--- config.mk ---
export PLATFORM = sky130hd
export DESIGN_NAME = ccod_top
export DESIGN_NICKNAME = d
export VERILOG_FILES = /design/src/verilog/ccod_pkg.sv /design/src/verilog/ccod_modrm_if.sv /design/src/verilog/ccod_modrm_dec.sv /design/src/verilog/ccod_top.sv
export SDC_FILE = /design/constraint.sdc
export NUM_CORES = 1
export LEC_CHECK = 0
export ABC_AREA = 0
export BUFFER_PORTS_ARGS = -buffer_cell sky130_fd_sc_hd__buf_2
export CORE_MARGIN = 2
export CORE_UTILIZATION = 45
export CTS_BUF_LIST = sky130_fd_sc_hd__clkbuf_4 sky130_fd_sc_hd__clkbuf_8
export DETAILED_ROUTE_END_ITERATION = 10
export PLACE_DENSITY_LB_ADDON = 0.15
export SETUP_SLACK_MARGIN = 0.5
export SLEW_MARGIN = 20
export SYNTH_ARGS = -nofsm -noshare
export SYNTH_HDL_FRONTEND = slang
export SYNTH_SLANG_ARGS = --single-unit
--- constraint.sdc ---
create_clock -name i_clk -period 4.37 [get_ports i_clk]
set_input_delay 1.311 -clock i_clk [delete_from_list [all_inputs] [get_ports i_clk]]
set_output_delay 1.311 -clock i_clk [all_outputs]
set_load 0.005 [all_outputs]
--- src/verilog/ccod_pkg.sv ---
// Constants and types for the processor-control opcode decoder.
// Assumes a single core clock and byte-wide instruction fetch.
package ccod_pkg;

  // Opcodes handled by the decoder.
  localparam logic [7:0] OP_INT_TYPED = 8'hcd;
  localparam logic [7:0] OP_INT3 = 8'hcc;
  localparam logic [7:0] OP_OVF_TRAP = 8'hce;
  localparam logic [7:0] OP_HANDLER_RET = 8'hcf;
  localparam logic [7:0] OP_RANGE_CHECK = 8'h62;
  localparam logic [7:0] OP_CARRY_CLR = 8'hf8;
  localparam logic [7:0] OP_CARRY_SET = 8'hf9;
  localparam logic [7:0] OP_CARRY_INV = 8'hf5;
  localparam logic [7:0] OP_DIR_CLR = 8'hfc;
  localparam logic [7:0] OP_DIR_SET = 8'hfd;
  localparam logic [7:0] OP_IE_CLR = 8'hfa;
  localparam logic [7:0] OP_IE_SET = 8'hfb;
  localparam logic [7:0] OP_HALT = 8'hf4;
  localparam logic [7:0] OP_WAIT = 8'h9b;
  localparam logic [7:0] OP_LOCK = 8'hf0;
  localparam logic [7:0] OP_NOP = 8'h90;
  localparam logic [4:0] OP_HANDOFF_TOP = 5'h1b;
  localparam logic [2:0] OP_SEG_OVR_TOP = 3'h1;
  localparam logic [2:0] OP_SEG_OVR_LOW = 3'h6;

  // Addressing byte fields.
  localparam logic [1:0] MODE_NO_DISP = 2'h0;
  localparam logic [1:0] MODE_DISP8 = 2'h1;
  localparam logic [1:0] MODE_REG = 2'h3;
  localparam logic [2:0] RM_DIRECT = 3'h6;
  localparam logic [2:0] RM_BP_SI = 3'h2;
  localparam logic [2:0] RM_BP_DI = 3'h3;

  // Segment select codes.
  localparam logic [1:0] SEG_EXTRA = 2'h0;
  localparam logic [1:0] SEG_CODE = 2'h1;
  localparam logic [1:0] SEG_STACK = 2'h2;
  localparam logic [1:0] SEG_DATA = 2'h3;

  // Interrupt types raised by the decoder.
  localparam logic [7:0] INT_TYPE_BREAK = 8'h03;
  localparam logic [7:0] INT_TYPE_OVF = 8'h04;

  // Cycle counts, byte operand figures.
  localparam logic [7:0] CYC_INT_TYPED = 8'h2f;
  localparam logic [7:0] CYC_INT3 = 8'h2d;
  localparam logic [7:0] CYC_OVF_TAKEN = 8'h30;
  localparam logic [7:0] CYC_OVF_NOT = 8'h04;
  localparam logic [7:0] CYC_HANDLER_RET = 8'h1c;
  localparam logic [7:0] CYC_RANGE_MIN = 8'h21;
  localparam logic [7:0] CYC_RANGE_MAX = 8'h23;
  localparam logic [7:0] CYC_FLAG = 8'h02;
  localparam logic [7:0] CYC_WAIT = 8'h06;
  localparam logic [7:0] CYC_LOCK_W16 = 8'h02;
  localparam logic [7:0] CYC_LOCK_W8 = 8'h03;
  localparam logic [7:0] CYC_HANDOFF = 8'h06;
  localparam logic [7:0] CYC_NOP = 8'h03;
  localparam logic [7:0] CYC_WORD_XFER = 8'h04;
  localparam logic [7:0] CYC_OFFSET_CALC = 8'h04;

  // Reset values of the flags.
  localparam logic RST_CARRY = 1'b0;
  localparam logic RST_DIR = 1'b0;
  localparam logic RST_IE = 1'b0;

  // General register selection: word registers, then byte registers.
  typedef enum logic [3:0] {
    GPR_AX, GPR_CX, GPR_DX, GPR_BX, GPR_SP, GPR_BP, GPR_SI, GPR_DI,
    GPR_AL, GPR_CL, GPR_DL, GPR_BL, GPR_AH, GPR_CH, GPR_DH, GPR_BH
  } ccod_gpr_t;

  // Maps the register field and width to a register.
  function automatic ccod_gpr_t reg_index(input logic word,
                                          input logic [2:0] code);
    reg_index = ccod_gpr_t'({~word, code});
  endfunction

  // Adds the word surcharge for each memory transfer.
  function automatic logic [7:0] cyc_adj(input logic [7:0] base,
                                         input logic word,
                                         input logic [1:0] xfers);
    cyc_adj = word ? 8'(base + CYC_WORD_XFER * {6'h00, xfers}) : base;
  endfunction

endpackage

--- src/verilog/ccod_modrm_if.sv ---
// Carrier for the addressing byte and its decoded fields.
// Assumes the decoder core drives the byte and reads the fields.
`timescale 1ns/100ps
interface ccod_modrm_if;
  logic [7:0] modrm;
  logic [1:0] mode;
  logic [2:0] reg_code;
  logic [2:0] rm;
  logic [1:0] disp_bytes;
  logic direct;
  logic uses_frame_base;

  modport dec
  (
    input modrm,
    output mode, reg_code, rm, disp_bytes, direct, uses_frame_base
  );
  modport core
  (
    output modrm,
    input mode, reg_code, rm, disp_bytes, direct, uses_frame_base
  );
endinterface

--- src/verilog/ccod_modrm_dec.sv ---
// Field decoder for the addressing byte.
// Assumes the byte on the carrier is stable within the cycle.
`timescale 1ns/100ps
module ccod_modrm_dec
(
  // Addressing byte and decoded fields.
  ccod_modrm_if.dec mr
);

  // Splits the byte and works out the displacement length.
  always_comb
  begin
    mr.mode = mr.modrm[7:6];
    mr.reg_code = mr.modrm[5:3];
    mr.rm = mr.modrm[2:0];
    mr.direct = (mr.modrm[7:6] == ccod_pkg::MODE_NO_DISP) &&
                (mr.modrm[2:0] == ccod_pkg::RM_DIRECT);
    if (mr.direct)
      mr.disp_bytes = 2'h2;
    else if (mr.modrm[7:6] == ccod_pkg::MODE_DISP8)
      mr.disp_bytes = 2'h1;
    else if (mr.modrm[7:6] == ccod_pkg::MODE_REG ||
             mr.modrm[7:6] == ccod_pkg::MODE_NO_DISP)
      mr.disp_bytes = 2'h0;
    else
      mr.disp_bytes = 2'h2;
    // Frame base forms: base plus index, or base alone with displacement.
    mr.uses_frame_base = (mr.modrm[7:6] != ccod_pkg::MODE_REG) &&
      ((mr.modrm[2:0] == ccod_pkg::RM_BP_SI) ||
       (mr.modrm[2:0] == ccod_pkg::RM_BP_DI) ||
       (mr.modrm[2:0] == ccod_pkg::RM_DIRECT && !mr.direct));
  end

endmodule // ccod_modrm_dec

--- src/verilog/ccod_top.sv ---
// Processor-control opcode decoder with cycle counting.
// Assumes bytes arrive one per handshake from the prefetch logic and
// that the coprocessor busy level is asynchronous to the core clock.
`timescale 1ns/100ps

// Contract
// - CE traps on overflow, 48 else 4.
// - CF returns from handler in 28.
// - 62 plus addressing byte: range check 33-35.
// - F5 inverts carry in 2 clocks.
// - F0 locks next instruction, 2 or 3.
// - 11011TTT escape to coprocessor, 6 clocks.
// - Word operation adds 4 per transfer.
// - Offset calculation 4 clocks, already included.
// - Mode 00 selector 110 means direct offset.
// - Displacement follows addressing byte, before data.
// - Register field maps word and byte registers.
// - Override codes: extra, code, stack, data.
// - Frame base operands default to stack segment.
// - String destination always extra segment.
module ccod_top
(
  // Clock and reset.
  input wire logic i_clk,
  input wire logic i_reset,
  // Instruction byte stream.
  input wire logic i_byte_valid,
  input wire logic [7:0] i_byte,
  output logic o_byte_ready,
  // Execution context.
  input wire logic i_word_op,
  input wire logic [1:0] i_mem_xfers,
  input wire logic i_bus8,
  input wire logic i_overflow_flag,
  input wire logic i_string_dest,
  input wire logic i_wake,
  // Coprocessor.
  input wire logic i_copro_busy,
  output logic o_copro_valid,
  output logic [5:0] o_copro_opcode,
  // Decode results.
  output logic o_done,
  output logic o_illegal,
  output logic o_busy,
  output logic [7:0] o_cycles,
  output logic o_int_take,
  output logic [7:0] o_int_type,
  output logic o_lock,
  output logic o_halt,
  output logic o_carry,
  output logic o_dir,
  output logic o_ie,
  output logic [1:0] o_seg_sel,
  output logic o_direct,
  output logic [15:0] o_operand_offset,
  output logic [3:0] o_reg_sel
);

  typedef enum logic [2:0] {
    S_IDLE, S_TYPE, S_MODRM, S_DISP_LO, S_DISP_HI, S_WAITC, S_EXEC, S_HALTED
  } ccod_state_t;

  typedef struct packed {
    ccod_state_t st;
    logic ready;
    logic busy;
    logic [7:0] cnt;
    logic [7:0] cycles;
    logic [7:0] opcode;
    logic [7:0] modrm;
    logic [15:0] disp;
    logic word;
    logic [1:0] xfers;
    logic prefix;
    logic lock;
    logic seg_v;
    logic [1:0] seg_ovr;
    logic [1:0] seg_sel;
    logic direct;
    logic [3:0] reg_sel;
    logic carry;
    logic dir;
    logic ie;
    logic halt;
    logic int_take;
    logic [7:0] int_type;
    logic copro_v;
    logic [5:0] copro_op;
    logic done;
    logic bad;
    logic busy_s1;
    logic busy_s2;
  } ccod_regs_t;

  ccod_regs_t r_reg;
  ccod_regs_t r_next;
  ccod_modrm_if mr ();

  // Field decode of the addressing byte, live while it is being taken.
  ccod_modrm_dec u_modrm
  (
    .mr(mr)
  );
  assign mr.modrm = (r_reg.st == S_MODRM) ? i_byte : r_reg.modrm;

  // Next-state logic of the whole decoder.
  always_comb
  begin
    logic take;
    logic fin;
    logic [7:0] base;
    take = r_reg.ready && i_byte_valid;
    fin = 1'b0;
    base = 8'h00;
    r_next = r_reg;
    r_next.done = 1'b0;
    r_next.bad = 1'b0;
    r_next.copro_v = 1'b0;
    r_next.int_take = 1'b0;
    r_next.busy_s1 = i_copro_busy;
    r_next.busy_s2 = r_reg.busy_s1;
    unique case (r_reg.st)
      S_IDLE:
      begin
        if (take)
        begin
          r_next.opcode = i_byte;
          r_next.word = i_word_op;
          r_next.xfers = i_mem_xfers;
          r_next.st = S_EXEC;
          r_next.prefix = 1'b0;
          if (i_byte == ccod_pkg::OP_LOCK)
          begin
            r_next.lock = 1'b1;
            r_next.prefix = 1'b1;
            base = i_bus8 ? ccod_pkg::CYC_LOCK_W8 : ccod_pkg::CYC_LOCK_W16;
          end
          else if (i_byte[7:5] == ccod_pkg::OP_SEG_OVR_TOP &&
                   i_byte[2:0] == ccod_pkg::OP_SEG_OVR_LOW)
          begin
            // Override prefix is free and stays armed for the next opcode.
            r_next.seg_v = 1'b1;
            r_next.seg_ovr = i_byte[4:3];
            r_next.st = S_IDLE;
          end
          else if (i_byte == ccod_pkg::OP_INT_TYPED)
            r_next.st = S_TYPE;
          else if (i_byte == ccod_pkg::OP_INT3)
          begin
            r_next.int_take = 1'b1;
            r_next.int_type = ccod_pkg::INT_TYPE_BREAK;
            base = ccod_pkg::CYC_INT3;
          end
          else if (i_byte == ccod_pkg::OP_OVF_TRAP)
          begin
            r_next.int_take = i_overflow_flag;
            r_next.int_type = ccod_pkg::INT_TYPE_OVF;
            base = i_overflow_flag ? ccod_pkg::CYC_OVF_TAKEN
                                   : ccod_pkg::CYC_OVF_NOT;
          end
          else if (i_byte == ccod_pkg::OP_HANDLER_RET)
            base = ccod_pkg::CYC_HANDLER_RET;
          else if (i_byte == ccod_pkg::OP_RANGE_CHECK ||
                   i_byte[7:3] == ccod_pkg::OP_HANDOFF_TOP)
            r_next.st = S_MODRM;
          else if (i_byte == ccod_pkg::OP_WAIT)
            r_next.st = S_WAITC;
          else if (i_byte == ccod_pkg::OP_NOP)
            base = ccod_pkg::CYC_NOP;
          else if (i_byte == ccod_pkg::OP_CARRY_INV ||
                   i_byte == ccod_pkg::OP_CARRY_CLR ||
                   i_byte == ccod_pkg::OP_CARRY_SET ||
                   i_byte == ccod_pkg::OP_DIR_CLR ||
                   i_byte == ccod_pkg::OP_DIR_SET ||
                   i_byte == ccod_pkg::OP_IE_CLR ||
                   i_byte == ccod_pkg::OP_IE_SET ||
                   i_byte == ccod_pkg::OP_HALT)
          begin
            base = ccod_pkg::CYC_FLAG;
            if (i_byte == ccod_pkg::OP_CARRY_INV)
              r_next.carry = ~r_reg.carry;
            else if (i_byte == ccod_pkg::OP_CARRY_CLR ||
                     i_byte == ccod_pkg::OP_CARRY_SET)
              r_next.carry = i_byte[0];
            else if (i_byte == ccod_pkg::OP_DIR_CLR ||
                     i_byte == ccod_pkg::OP_DIR_SET)
              r_next.dir = i_byte[0];
            else if (i_byte == ccod_pkg::OP_IE_CLR ||
                     i_byte == ccod_pkg::OP_IE_SET)
              r_next.ie = i_byte[0];
          end
          else
          begin
            // Opcodes outside this block are flagged and drop any prefix.
            r_next.bad = 1'b1;
            r_next.lock = 1'b0;
            r_next.seg_v = 1'b0;
            r_next.st = S_IDLE;
          end
          r_next.cnt = ccod_pkg::cyc_adj(base, i_word_op, i_mem_xfers);
          r_next.cycles = r_next.cnt;
        end
      end
      S_TYPE:
      begin
        if (take)
        begin
          r_next.int_take = 1'b1;
          r_next.int_type = i_byte;
          r_next.cnt = ccod_pkg::cyc_adj(ccod_pkg::CYC_INT_TYPED,
                                         r_reg.word, r_reg.xfers);
          r_next.cycles = r_next.cnt;
          r_next.st = S_EXEC;
        end
      end
      S_MODRM:
      begin
        if (take)
        begin
          r_next.modrm = i_byte;
          r_next.disp = 16'h0000;
          // Displacement bytes come straight after this byte.
          if (mr.disp_bytes == 2'h0)
            fin = 1'b1;
          else
            r_next.st = S_DISP_LO;
        end
      end
      S_DISP_LO:
      begin
        if (take)
        begin
          r_next.disp = {{8{i_byte[7]}}, i_byte};
          if (mr.disp_bytes == 2'h1)
            fin = 1'b1;
          else
            r_next.st = S_DISP_HI;
        end
      end
      S_DISP_HI:
      begin
        if (take)
        begin
          r_next.disp[15:8] = i_byte;
          fin = 1'b1;
        end
      end
      S_WAITC:
      begin
        // Only the second synchroniser stage is consulted.
        if (!r_reg.busy_s2)
        begin
          r_next.cnt = ccod_pkg::CYC_WAIT;
          r_next.cycles = ccod_pkg::CYC_WAIT;
          r_next.st = S_EXEC;
        end
      end
      S_EXEC:
      begin
        if (r_reg.cnt <= 8'h01)
        begin
          r_next.done = 1'b1;
          r_next.st = (r_reg.opcode == ccod_pkg::OP_HALT) ? S_HALTED : S_IDLE;
          r_next.halt = (r_reg.opcode == ccod_pkg::OP_HALT);
          if (!r_reg.prefix)
          begin
            r_next.lock = 1'b0;
            r_next.seg_v = 1'b0;
          end
        end
        else
          r_next.cnt = 8'(r_reg.cnt - 8'h01);
      end
      S_HALTED:
      begin
        if (i_wake)
        begin
          r_next.halt = 1'b0;
          r_next.st = S_IDLE;
        end
      end
    endcase

    // Addressing byte complete: escape and range check finish here.
    if (fin)
    begin
      r_next.st = S_EXEC;
      r_next.direct = mr.direct;
      r_next.reg_sel =
        4'(ccod_pkg::reg_index(r_reg.word, mr.reg_code));
      // Offset calculation is inside the listed figures, so no extra.
      if (r_reg.opcode == ccod_pkg::OP_RANGE_CHECK)
        base = (mr.mode == ccod_pkg::MODE_REG) ? ccod_pkg::CYC_RANGE_MIN
                                               : ccod_pkg::CYC_RANGE_MAX;
      else
      begin
        base = ccod_pkg::CYC_HANDOFF;
        r_next.copro_v = 1'b1;
        r_next.copro_op = {r_reg.opcode[2:0], mr.reg_code};
      end
      r_next.cnt = ccod_pkg::cyc_adj(base, r_reg.word, r_reg.xfers);
      r_next.cycles = r_next.cnt;
      if (i_string_dest)
        r_next.seg_sel = ccod_pkg::SEG_EXTRA;
      else if (r_reg.seg_v)
        r_next.seg_sel = r_reg.seg_ovr;
      else if (mr.uses_frame_base)
        r_next.seg_sel = ccod_pkg::SEG_STACK;
      else
        r_next.seg_sel = ccod_pkg::SEG_DATA;
    end
    r_next.ready = (r_next.st == S_IDLE) || (r_next.st == S_TYPE) ||
                   (r_next.st == S_MODRM) || (r_next.st == S_DISP_LO) ||
                   (r_next.st == S_DISP_HI);
    // Busy is registered so that the port comes straight from a flip-flop.
    r_next.busy = (r_next.st == S_EXEC) || (r_next.st == S_WAITC);
  end

  // State register; all control state is constant under reset.
  always_ff @(posedge i_clk or posedge i_reset)
  begin
    if (i_reset)
    begin
      r_reg <= '0;
      r_reg.st <= S_IDLE;
      r_reg.ready <= 1'b1;
      r_reg.carry <= ccod_pkg::RST_CARRY;
      r_reg.dir <= ccod_pkg::RST_DIR;
      r_reg.ie <= ccod_pkg::RST_IE;
      r_reg.seg_sel <= ccod_pkg::SEG_DATA;
    end
    else
      r_reg <= r_next;
  end

  // Outputs straight from the state register.
  assign o_byte_ready = r_reg.ready;
  assign o_copro_valid = r_reg.copro_v;
  assign o_copro_opcode = r_reg.copro_op;
  assign o_done = r_reg.done;
  assign o_illegal = r_reg.bad;
  assign o_busy = r_reg.busy;
  assign o_cycles = r_reg.cycles;
  assign o_int_take = r_reg.int_take;
  assign o_int_type = r_reg.int_type;
  assign o_lock = r_reg.lock;
  assign o_halt = r_reg.halt;
  assign o_carry = r_reg.carry;
  assign o_dir = r_reg.dir;
  assign o_ie = r_reg.ie;
  assign o_seg_sel = r_reg.seg_sel;
  assign o_direct = r_reg.direct;
  assign o_operand_offset = r_reg.disp;
  assign o_reg_sel = r_reg.reg_sel;

endmodule // ccod_top

## Yosys cells after proc, flatten, opt, wreduce, memory -nomap -nowiden

Cells that the tools add are included.

| word-level totals | value |
|---|---|
| register bits | 92 |
| input bits | 19 |
| output and inout bits | 56 |
| logic and storage cells | 290 |

| operators by class | value |
|---|---|
| $add $sub $neg | 4 |
| magnitude comparators | 1 |
| equality and inequality tests | 74 |
| multiplexer cells | 114 |
| bitwise gates (word level) | 15 |
| reduce and logical (&&, ||, !) cells | 52 |

Operator list:

| kind | number |
|---|---|
| $eq A8 B8 Y1 const B | 16 |
| $mux W16 | 5 |
| $mux W3 | 22 |
| $ne A3 B3 Y1 const B | 22 |
| $mux W8 | 8 |
| $mux W9 | 7 |
| $pmux W8 S3 | 2 |
| $mux W2 | 21 |
| $mux W6 | 7 |
| $reduce_and A13 Y1 | 3 |
| $pmux W8 S4 | 1 |
| $mux W1 | 29 |
| $eq A3 B3 Y1 const B | 9 |
| $mux W24 | 1 |
| $ne A2 B2 Y1 const B | 11 |
| $mux W7 | 3 |
| $pmux W3 S7 | 1 |
| $logic_or A1 B1 Y1 | 19 |
| $eq A3 B2 Y1 const B | 6 |
| $pmux W9 S2 | 1 |
| $add A8 B4 Y8 | 2 |
| $eq A8 B7 Y1 const B | 2 |
| $pmux W8 S2 | 1 |
| $reduce_and A16 Y1 | 1 |
| other kinds (28) | 60 |

## Longest topological paths before layout

| logic depth | value |
|---|---|
| depth in word-level cells | 26 |
| depth in mapped cells | 12 |
| gate-level depth less buffers | 11 |

## Modules after synthesis

A second synthesis with hierarchy kept.

| unflattened totals | value |
|---|---|
| cell total of the unflattened synthesis | 606 |
| area total of the unflattened synthesis | 5,447.7 µm² |

By module, submodules not included:

| module | instances | cells each | area an instance (µm²) | seq. area each (µm²) |
|---|---|---|---|---|
| ccod_top | 1 | 590 | 5,337.6 | 2,280.9 |
| ccod_modrm_dec | 1 | 16 | 110.1 | 0.0 |

## Worst setup path after synthesis

OpenSTA, ideal clock, no wires.

| timing | value |
|---|---|
| path type | input to register |
| start point | in i_byte[6] |
| end point | reg r_reg[84] (netlist bit) |
| setup time | 0.095 ns |
| data arrival time | 3.579 ns |
| data required time | 4.275 ns |
| slack | 0.695 ns |
| stages | 11 |
| buffers on the path | 1 |
| path through | buf_2 -> nand2_1 -> or2_2 -> or3_1 -> inv_1 -> ha_1 -> a21oi_1 -> o21ai_0 -> a2111oi_0 -> nor4_1 -> o31ai_1 |

| between the ends | value |
|---|---|
| word-level cells in the longest chain between the ends | 25 |
| elaborated cells between the ends (all ways) | 71 |
| those cells by class | 2 x add/sub; 25 x eq/ne; 29 x mux; 15 x reduce/logical |

Ends and longest elaborated chain:

| what | line | source |
|---|---|---|
| start: declaration | ccod_top.sv:28 | `input wire logic [7:0] i_byte,` |
| $eq A8 B8 Y1 (on tied branches) | ccod_top.sv:170, ccod_top.sv:171 |  |
| $logic_or A1 B1 Y1 | ccod_top.sv:170 | `else if (i_byte == ccod_pkg::OP_CARRY_INV \|\|` |
| $logic_or A1 B1 Y1 | ccod_top.sv:171 | `i_byte == ccod_pkg::OP_CARRY_CLR \|\|` |
| $logic_or A1 B1 Y1 | ccod_top.sv:172 | `i_byte == ccod_pkg::OP_CARRY_SET \|\|` |
| $logic_or A1 B1 Y1 | ccod_top.sv:173 | `i_byte == ccod_pkg::OP_DIR_CLR \|\|` |
| $logic_or A1 B1 Y1 | ccod_top.sv:174 | `i_byte == ccod_pkg::OP_DIR_SET \|\|` |
| $logic_or A1 B1 Y1 | ccod_top.sv:175 | `i_byte == ccod_pkg::OP_IE_CLR \|\|` |
| $logic_or A1 B1 Y1 | ccod_top.sv:176 | `i_byte == ccod_pkg::OP_IE_SET \|\|` |
| (+9 left out) | -- |  |
| $mux W6 | ccod_top.sv:132 | `if (i_byte == ccod_pkg::OP_LOCK)` |
| $mux W8 | ccod_top.sv:125 | `if (take)` |
| $mux W8 | ccod_top.sv:122 | `unique case (r_reg.st)` |
| $add A8 B4 Y8 | ccod_pkg.sv:82 | `cyc_adj = word ? 8'(base + CYC_WORD_XFER * {6'h00, xfers}) : base;` |
| $mux W8 | ccod_pkg.sv:82 |  |
| $mux W24 | ccod_top.sv:125 |  |
| $pmux W8 S4 | ccod_top.sv:122 |  |
| $mux W16 | ccod_top.sv:285 | `if (fin)` |
| end signal: assignment | ccod_top.sv:333 | `r_reg <= r_next;` |
| end: declaration | ccod_top.sv:95 | `ccod_regs_t r_reg;` |

Parallel ways exist; a longest one is shown, timed or not. The select of a mux whose other input is x is not followed.
A chain may end at the register's enable or synchronous reset.

## Worst setup path after layout

| timing | value |
|---|---|
| start point | in i_byte[5] |
| end point | reg r_reg[84] (netlist bit) |

| between the ends | value |
|---|---|
| word-level cells in the longest chain between the ends | 25 |
| elaborated cells between the ends (all ways) | 44 |
| those cells by class | 1 x add/sub; 18 x eq/ne; 16 x mux; 9 x reduce/logical |

Ends and longest elaborated chain:

| what | line |
|---|---|
| $eq A8 B8 Y1 (on tied branches) | ccod_top.sv:170, ccod_top.sv:171 |
| $logic_or A1 B1 Y1 | ccod_top.sv:170 |
| $logic_or A1 B1 Y1 | ccod_top.sv:171 |
| $logic_or A1 B1 Y1 | ccod_top.sv:172 |
| $logic_or A1 B1 Y1 | ccod_top.sv:173 |
| $logic_or A1 B1 Y1 | ccod_top.sv:174 |
| $logic_or A1 B1 Y1 | ccod_top.sv:175 |
| $logic_or A1 B1 Y1 | ccod_top.sv:176 |
| (+9 left out) | -- |
| $mux W6 (*) | ccod_top.sv:132 |
| $mux W8 (*) | ccod_top.sv:125 |
| $mux W8 (*) | ccod_top.sv:122 |
| $add A8 B4 Y8 | ccod_pkg.sv:82 |
| $mux W8 (*) | ccod_pkg.sv:82 |
| $mux W24 (*) | ccod_top.sv:125 |
| $pmux W8 S4 (*) | ccod_top.sv:122 |
| $mux W16 (*) | ccod_top.sv:285 |

Every way passes the cells marked *; elsewhere a longest branch is shown, timed or not. The select of a mux whose other input is x is not followed.

==> summary.txt <==
Setup path
  • Required time of the critical path: 4.65 ns
  • CP bufs+invs: 3
  • Max FO, Critical Path: 5
  • CP endpoint kind: flip-flop
  • CP top delay family: simple AND/OR/NAND/NOR gates
  • Slowest stage delay, CP: 0.43 ns
  • Arr. time, crit path: 3.91 ns
  • Crit path launch type: input pin
  • Slowest stage cell, crit path: a2111oi_0
  • Cell Chain, Critical Path: buf_2 -> nand4bb_1 -> or2_2 -> or3_1 -> inv_1 -> ha_1 -> a21oi_1 -> o21ai_0 -> a2111oi_0 -> buf_4 -> nor4_1 -> o31ai_1
  • Crit path kind: in -> reg

Place
  • Global placer's final weighted congestion: 0.9193
  • Post-DP HPWL: 9920 um
  • PortBufs: 73

Timing
  • Slew HR: 0.4730
  • Setup Viol. Count Final: 0
  • Hold slack: 0.3695 ns
  • Slew @ Worst Pin: 0.7853 ns
  • Unrepaired setup endpoints after global routing: false
  • Period Utilization, post-route: 0.8293
  • Hold Fails Final Rpt: 0
  • Fmax: 275.9 MHz
  • Total Neg Setup Slack: 0 ns
  • Final Critical Period: 3.624 ns
  • Final Skew: 0.01034 ns
  • Max Slew Vio Count: 0

Final layout
  • Largest register FFs: 35
  • Area grow syn2layout: 7.572%
  • N_diodes: 0
  • Nets: 623
  • Fillers: 1,104
  • Share of cells above drive strength 1: 0.2346

Floorplanning
  • Num ports: 75
  • Core footprint: 0.01132 sq mm
  • Initial Util: 0.4583
  • Die area: 0.01241 sq mm
  • Die W: 111.4 um
  • Height of the die: 111.4 um
  • Core Rows: 39

Synthesis
  • Top FF cell, synth: dfrtp_1
  • Netlist cell types: 68
  • Ys async rst share: 1.000
  • Post-synth top area share: 0.4244
  • FF+latch count, synth: 91
  • Top post-synthesis cells by area: dfrtp_1 (42%), buf_4 (6.4%), nand2_1 (5.9%), o21ai_0 (5.2%), mux2_2 (3.7%)
  • Mean area per synthesized cell: 9.071 sq um
  • Synthesized netlist net count: 599
  • Yosys warning total: 0
  • Cells after Synth: 572
  • Cell Area, Synth: 0.005189 sq mm
  • Cell taking the most area after synthesis: dfrtp_1
  • Sequential area share after synthesis: 0.4396
  • Post-synth EDFFs: 0

Clock network
  • Clock sinks: 91
  • CTS H-tree lvls: 3
  • Clock transition at path regs: 0.09 ns
  • Clock Tree Root: clkbuf_8
  • CTS Buf Count: 9
  • Clock Latency Late Sink: 0.38 ns
  • CTS max path bufs: 2
  • # resized after CTS: 0
  • # Post-CTS Setup Buffers: 0
  • CTS tree: yes
  • Cts hold-fix bufs: 0

Detailed routing
  • Wirelength per Cell: 18.24 um
  • Vias per std cell: 5.691
  • Via count: 4,234
  • Remaining antenna violation count: 0
  • Routed Wire Length: 13,570 um
  • Drt drc: 0
  • DRT iter0 DRCs: 281
  • First-pass DRT Iterations: 5

Global routing
  • GRT Residual Overflow: 0
  • Vias in the first global route: 4,115
  • Largest net degree at the start of global routing: 38
  • First-pass GRT wire length: 22,150 um
  • Gr usage total: 0.2281
  • Initial antenna violation count: 0

Run
  • Total of max-cap violations: 0

Min path
  • Hold crit path type: reg -> reg

Power and ir drop
  • Leak pwr: 2.638 nW
  • Maximum VDD drop: 0.0002813 V
  • Pwr dens: 620.8 mW/mm^2

Outcome
  • Outcome: finished, final reports clean
==> synthesized netlist by cell type (3+ instances only) <==
| cell type | number |
|---|---|
| a2111oi_0 | 3 |
| a211o_1 | 3 |
| a211oi_1 | 4 |
| a21o_1 | 3 |
| a21oi_1 | 30 |
| a22o_1 | 8 |
| a2bb2oi_1 | 3 |
| a31oi_1 | 7 |
| and2_1 | 5 |
| and3_1 | 5 |
| buf_2 | 8 |
| buf_4 | 44 |
| clkbuf_1 | 25 |
| dfrtp_1 | 88 |
| dfstp_2 | 3 |
| ha_1 | 7 |
| inv_1 | 19 |
| mux2_2 | 17 |
| mux2i_1 | 4 |
| nand2_1 | 81 |
| nand2b_1 | 6 |
| nand3_1 | 14 |
| nand4_1 | 4 |
| nand4bb_1 | 3 |
| nor2_1 | 32 |
| nor2b_1 | 8 |
| nor3_1 | 13 |
| nor4_1 | 4 |
| nor4b_1 | 3 |
| o211ai_1 | 3 |
| o21ai_0 | 54 |
| o22ai_1 | 3 |
| o31ai_1 | 5 |
| or2_2 | 6 |
| or3_1 | 3 |
| xnor2_1 | 4 |
==> where the power goes <==
part           switching [mW]  leakage [nW]  internal (mW)
sequential              0.260          1.16           1.17
combinational           0.850          1.39          0.642
clock                   0.303        0.0905          0.244
total                    1.41          2.64           2.05
==> path summary, 6_finish.rpt <==
| path | start | end | slack [ns] | depth (start not counted) |
|---|---|---|---|---|
| min reg2reg | r_next[0]$_DFF_PP0_ | r_reg[0]$_DFF_PP0_ | 0.37 | 0 |
| min in group asynchronous | i_reset | r_reg[66]$_DFFE_PP0P_ | 0.89 | 2 |
| max reg2reg | r_reg[89]$_DFF_PP0_ | r_reg[31]$_DFFE_PP0P_ | 1.58 | 5 |
| max in group asynchronous | i_reset | o_byte_ready$_DFF_PP1_ | 2.64 | 3 |
| max | i_byte[5] | r_reg[84]$_DFFE_PP0P_ | 0.75 | 12 |
| min | r_next[0]$_DFF_PP0_ | r_reg[0]$_DFF_PP0_ | 0.37 | 0 |
==> layer usage <==
layer	share of wire	wire, um	vias up	GRT usage
li1	-	-	2022	-
met5	0	0	-	0
met4	0.036	491	0	0.1193
met3	0.057	767	35	0.04028
met1	0.47	6397	2018	0.3293
met2	0.44	5914	159	0.3297
==> cell usage in the layout (no fill, tap or decap), types with 4 or more instances in the layout <==
cell type	n
and2_1	5
a31oi_1	7
nor3_1	13
buf_2	73
nand3_1	14
dfrtp_1	88
nor2_1	32
ha_1	7
o31ai_1	5
a21oi_1	30
inv_1	18
or2_2	6
nor2b_1	8
xnor2_1	4
a211oi_1	4
mux2_2	17
nand2_1	81
nor4_1	4
o21ai_0	53
buf_4	17
nand2b_1	6
clkbuf_8	10
a22o_1	8
mux2i_1	4
and3_1	5
nand4_1	4
==> through the flow <==
stage	setup slack (ns)	power (mW)	std cells	utilization	area, sq um
global route	0.5283	3.756	744	0.4930	5582
finish	0.7459	3.465	744	0.4930	5582
global placement	0.4674	2.896	728	0.4768	5398
floorplan	0.6953	2.613	572	-	5189
CTS	0.7924	3.488	744	0.4930	5582
detailed placement	0.3906	2.925	728	0.4768	5398
==> final cells by class <==
cell class,instances,area (sq um),area share
Multi-Input combinational cell,385,2372,0.4250
Sequential cell,91,2281,0.4087
Timing Repair Buffer,90,493.0,0.08832
Tap cell,143,178.9,0.03206
Clock buffer,13,160.2,0.02869
Inverter,19,72.57,0.01300
Clock inverter,3,23.77,0.004259
==> cell families after synthesis <==
| family | Yosys count | synth area share |
|---|---|---|
| and+or+nand+nor | 203 | 0.1999 |
| AOI/OAI and AO/OA | 146 | 0.1811 |
| buffers and inverters | 96 | 0.1032 |
| DFF | 91 | 0.4396 |
| muxes | 21 | 0.04461 |
| adders and majority gates | 8 | 0.02074 |
| xor gates and xnor gates | 6 | 0.01013 |
| other | 1 | 0.0007227 |
(Power assumes the default switching activity.)
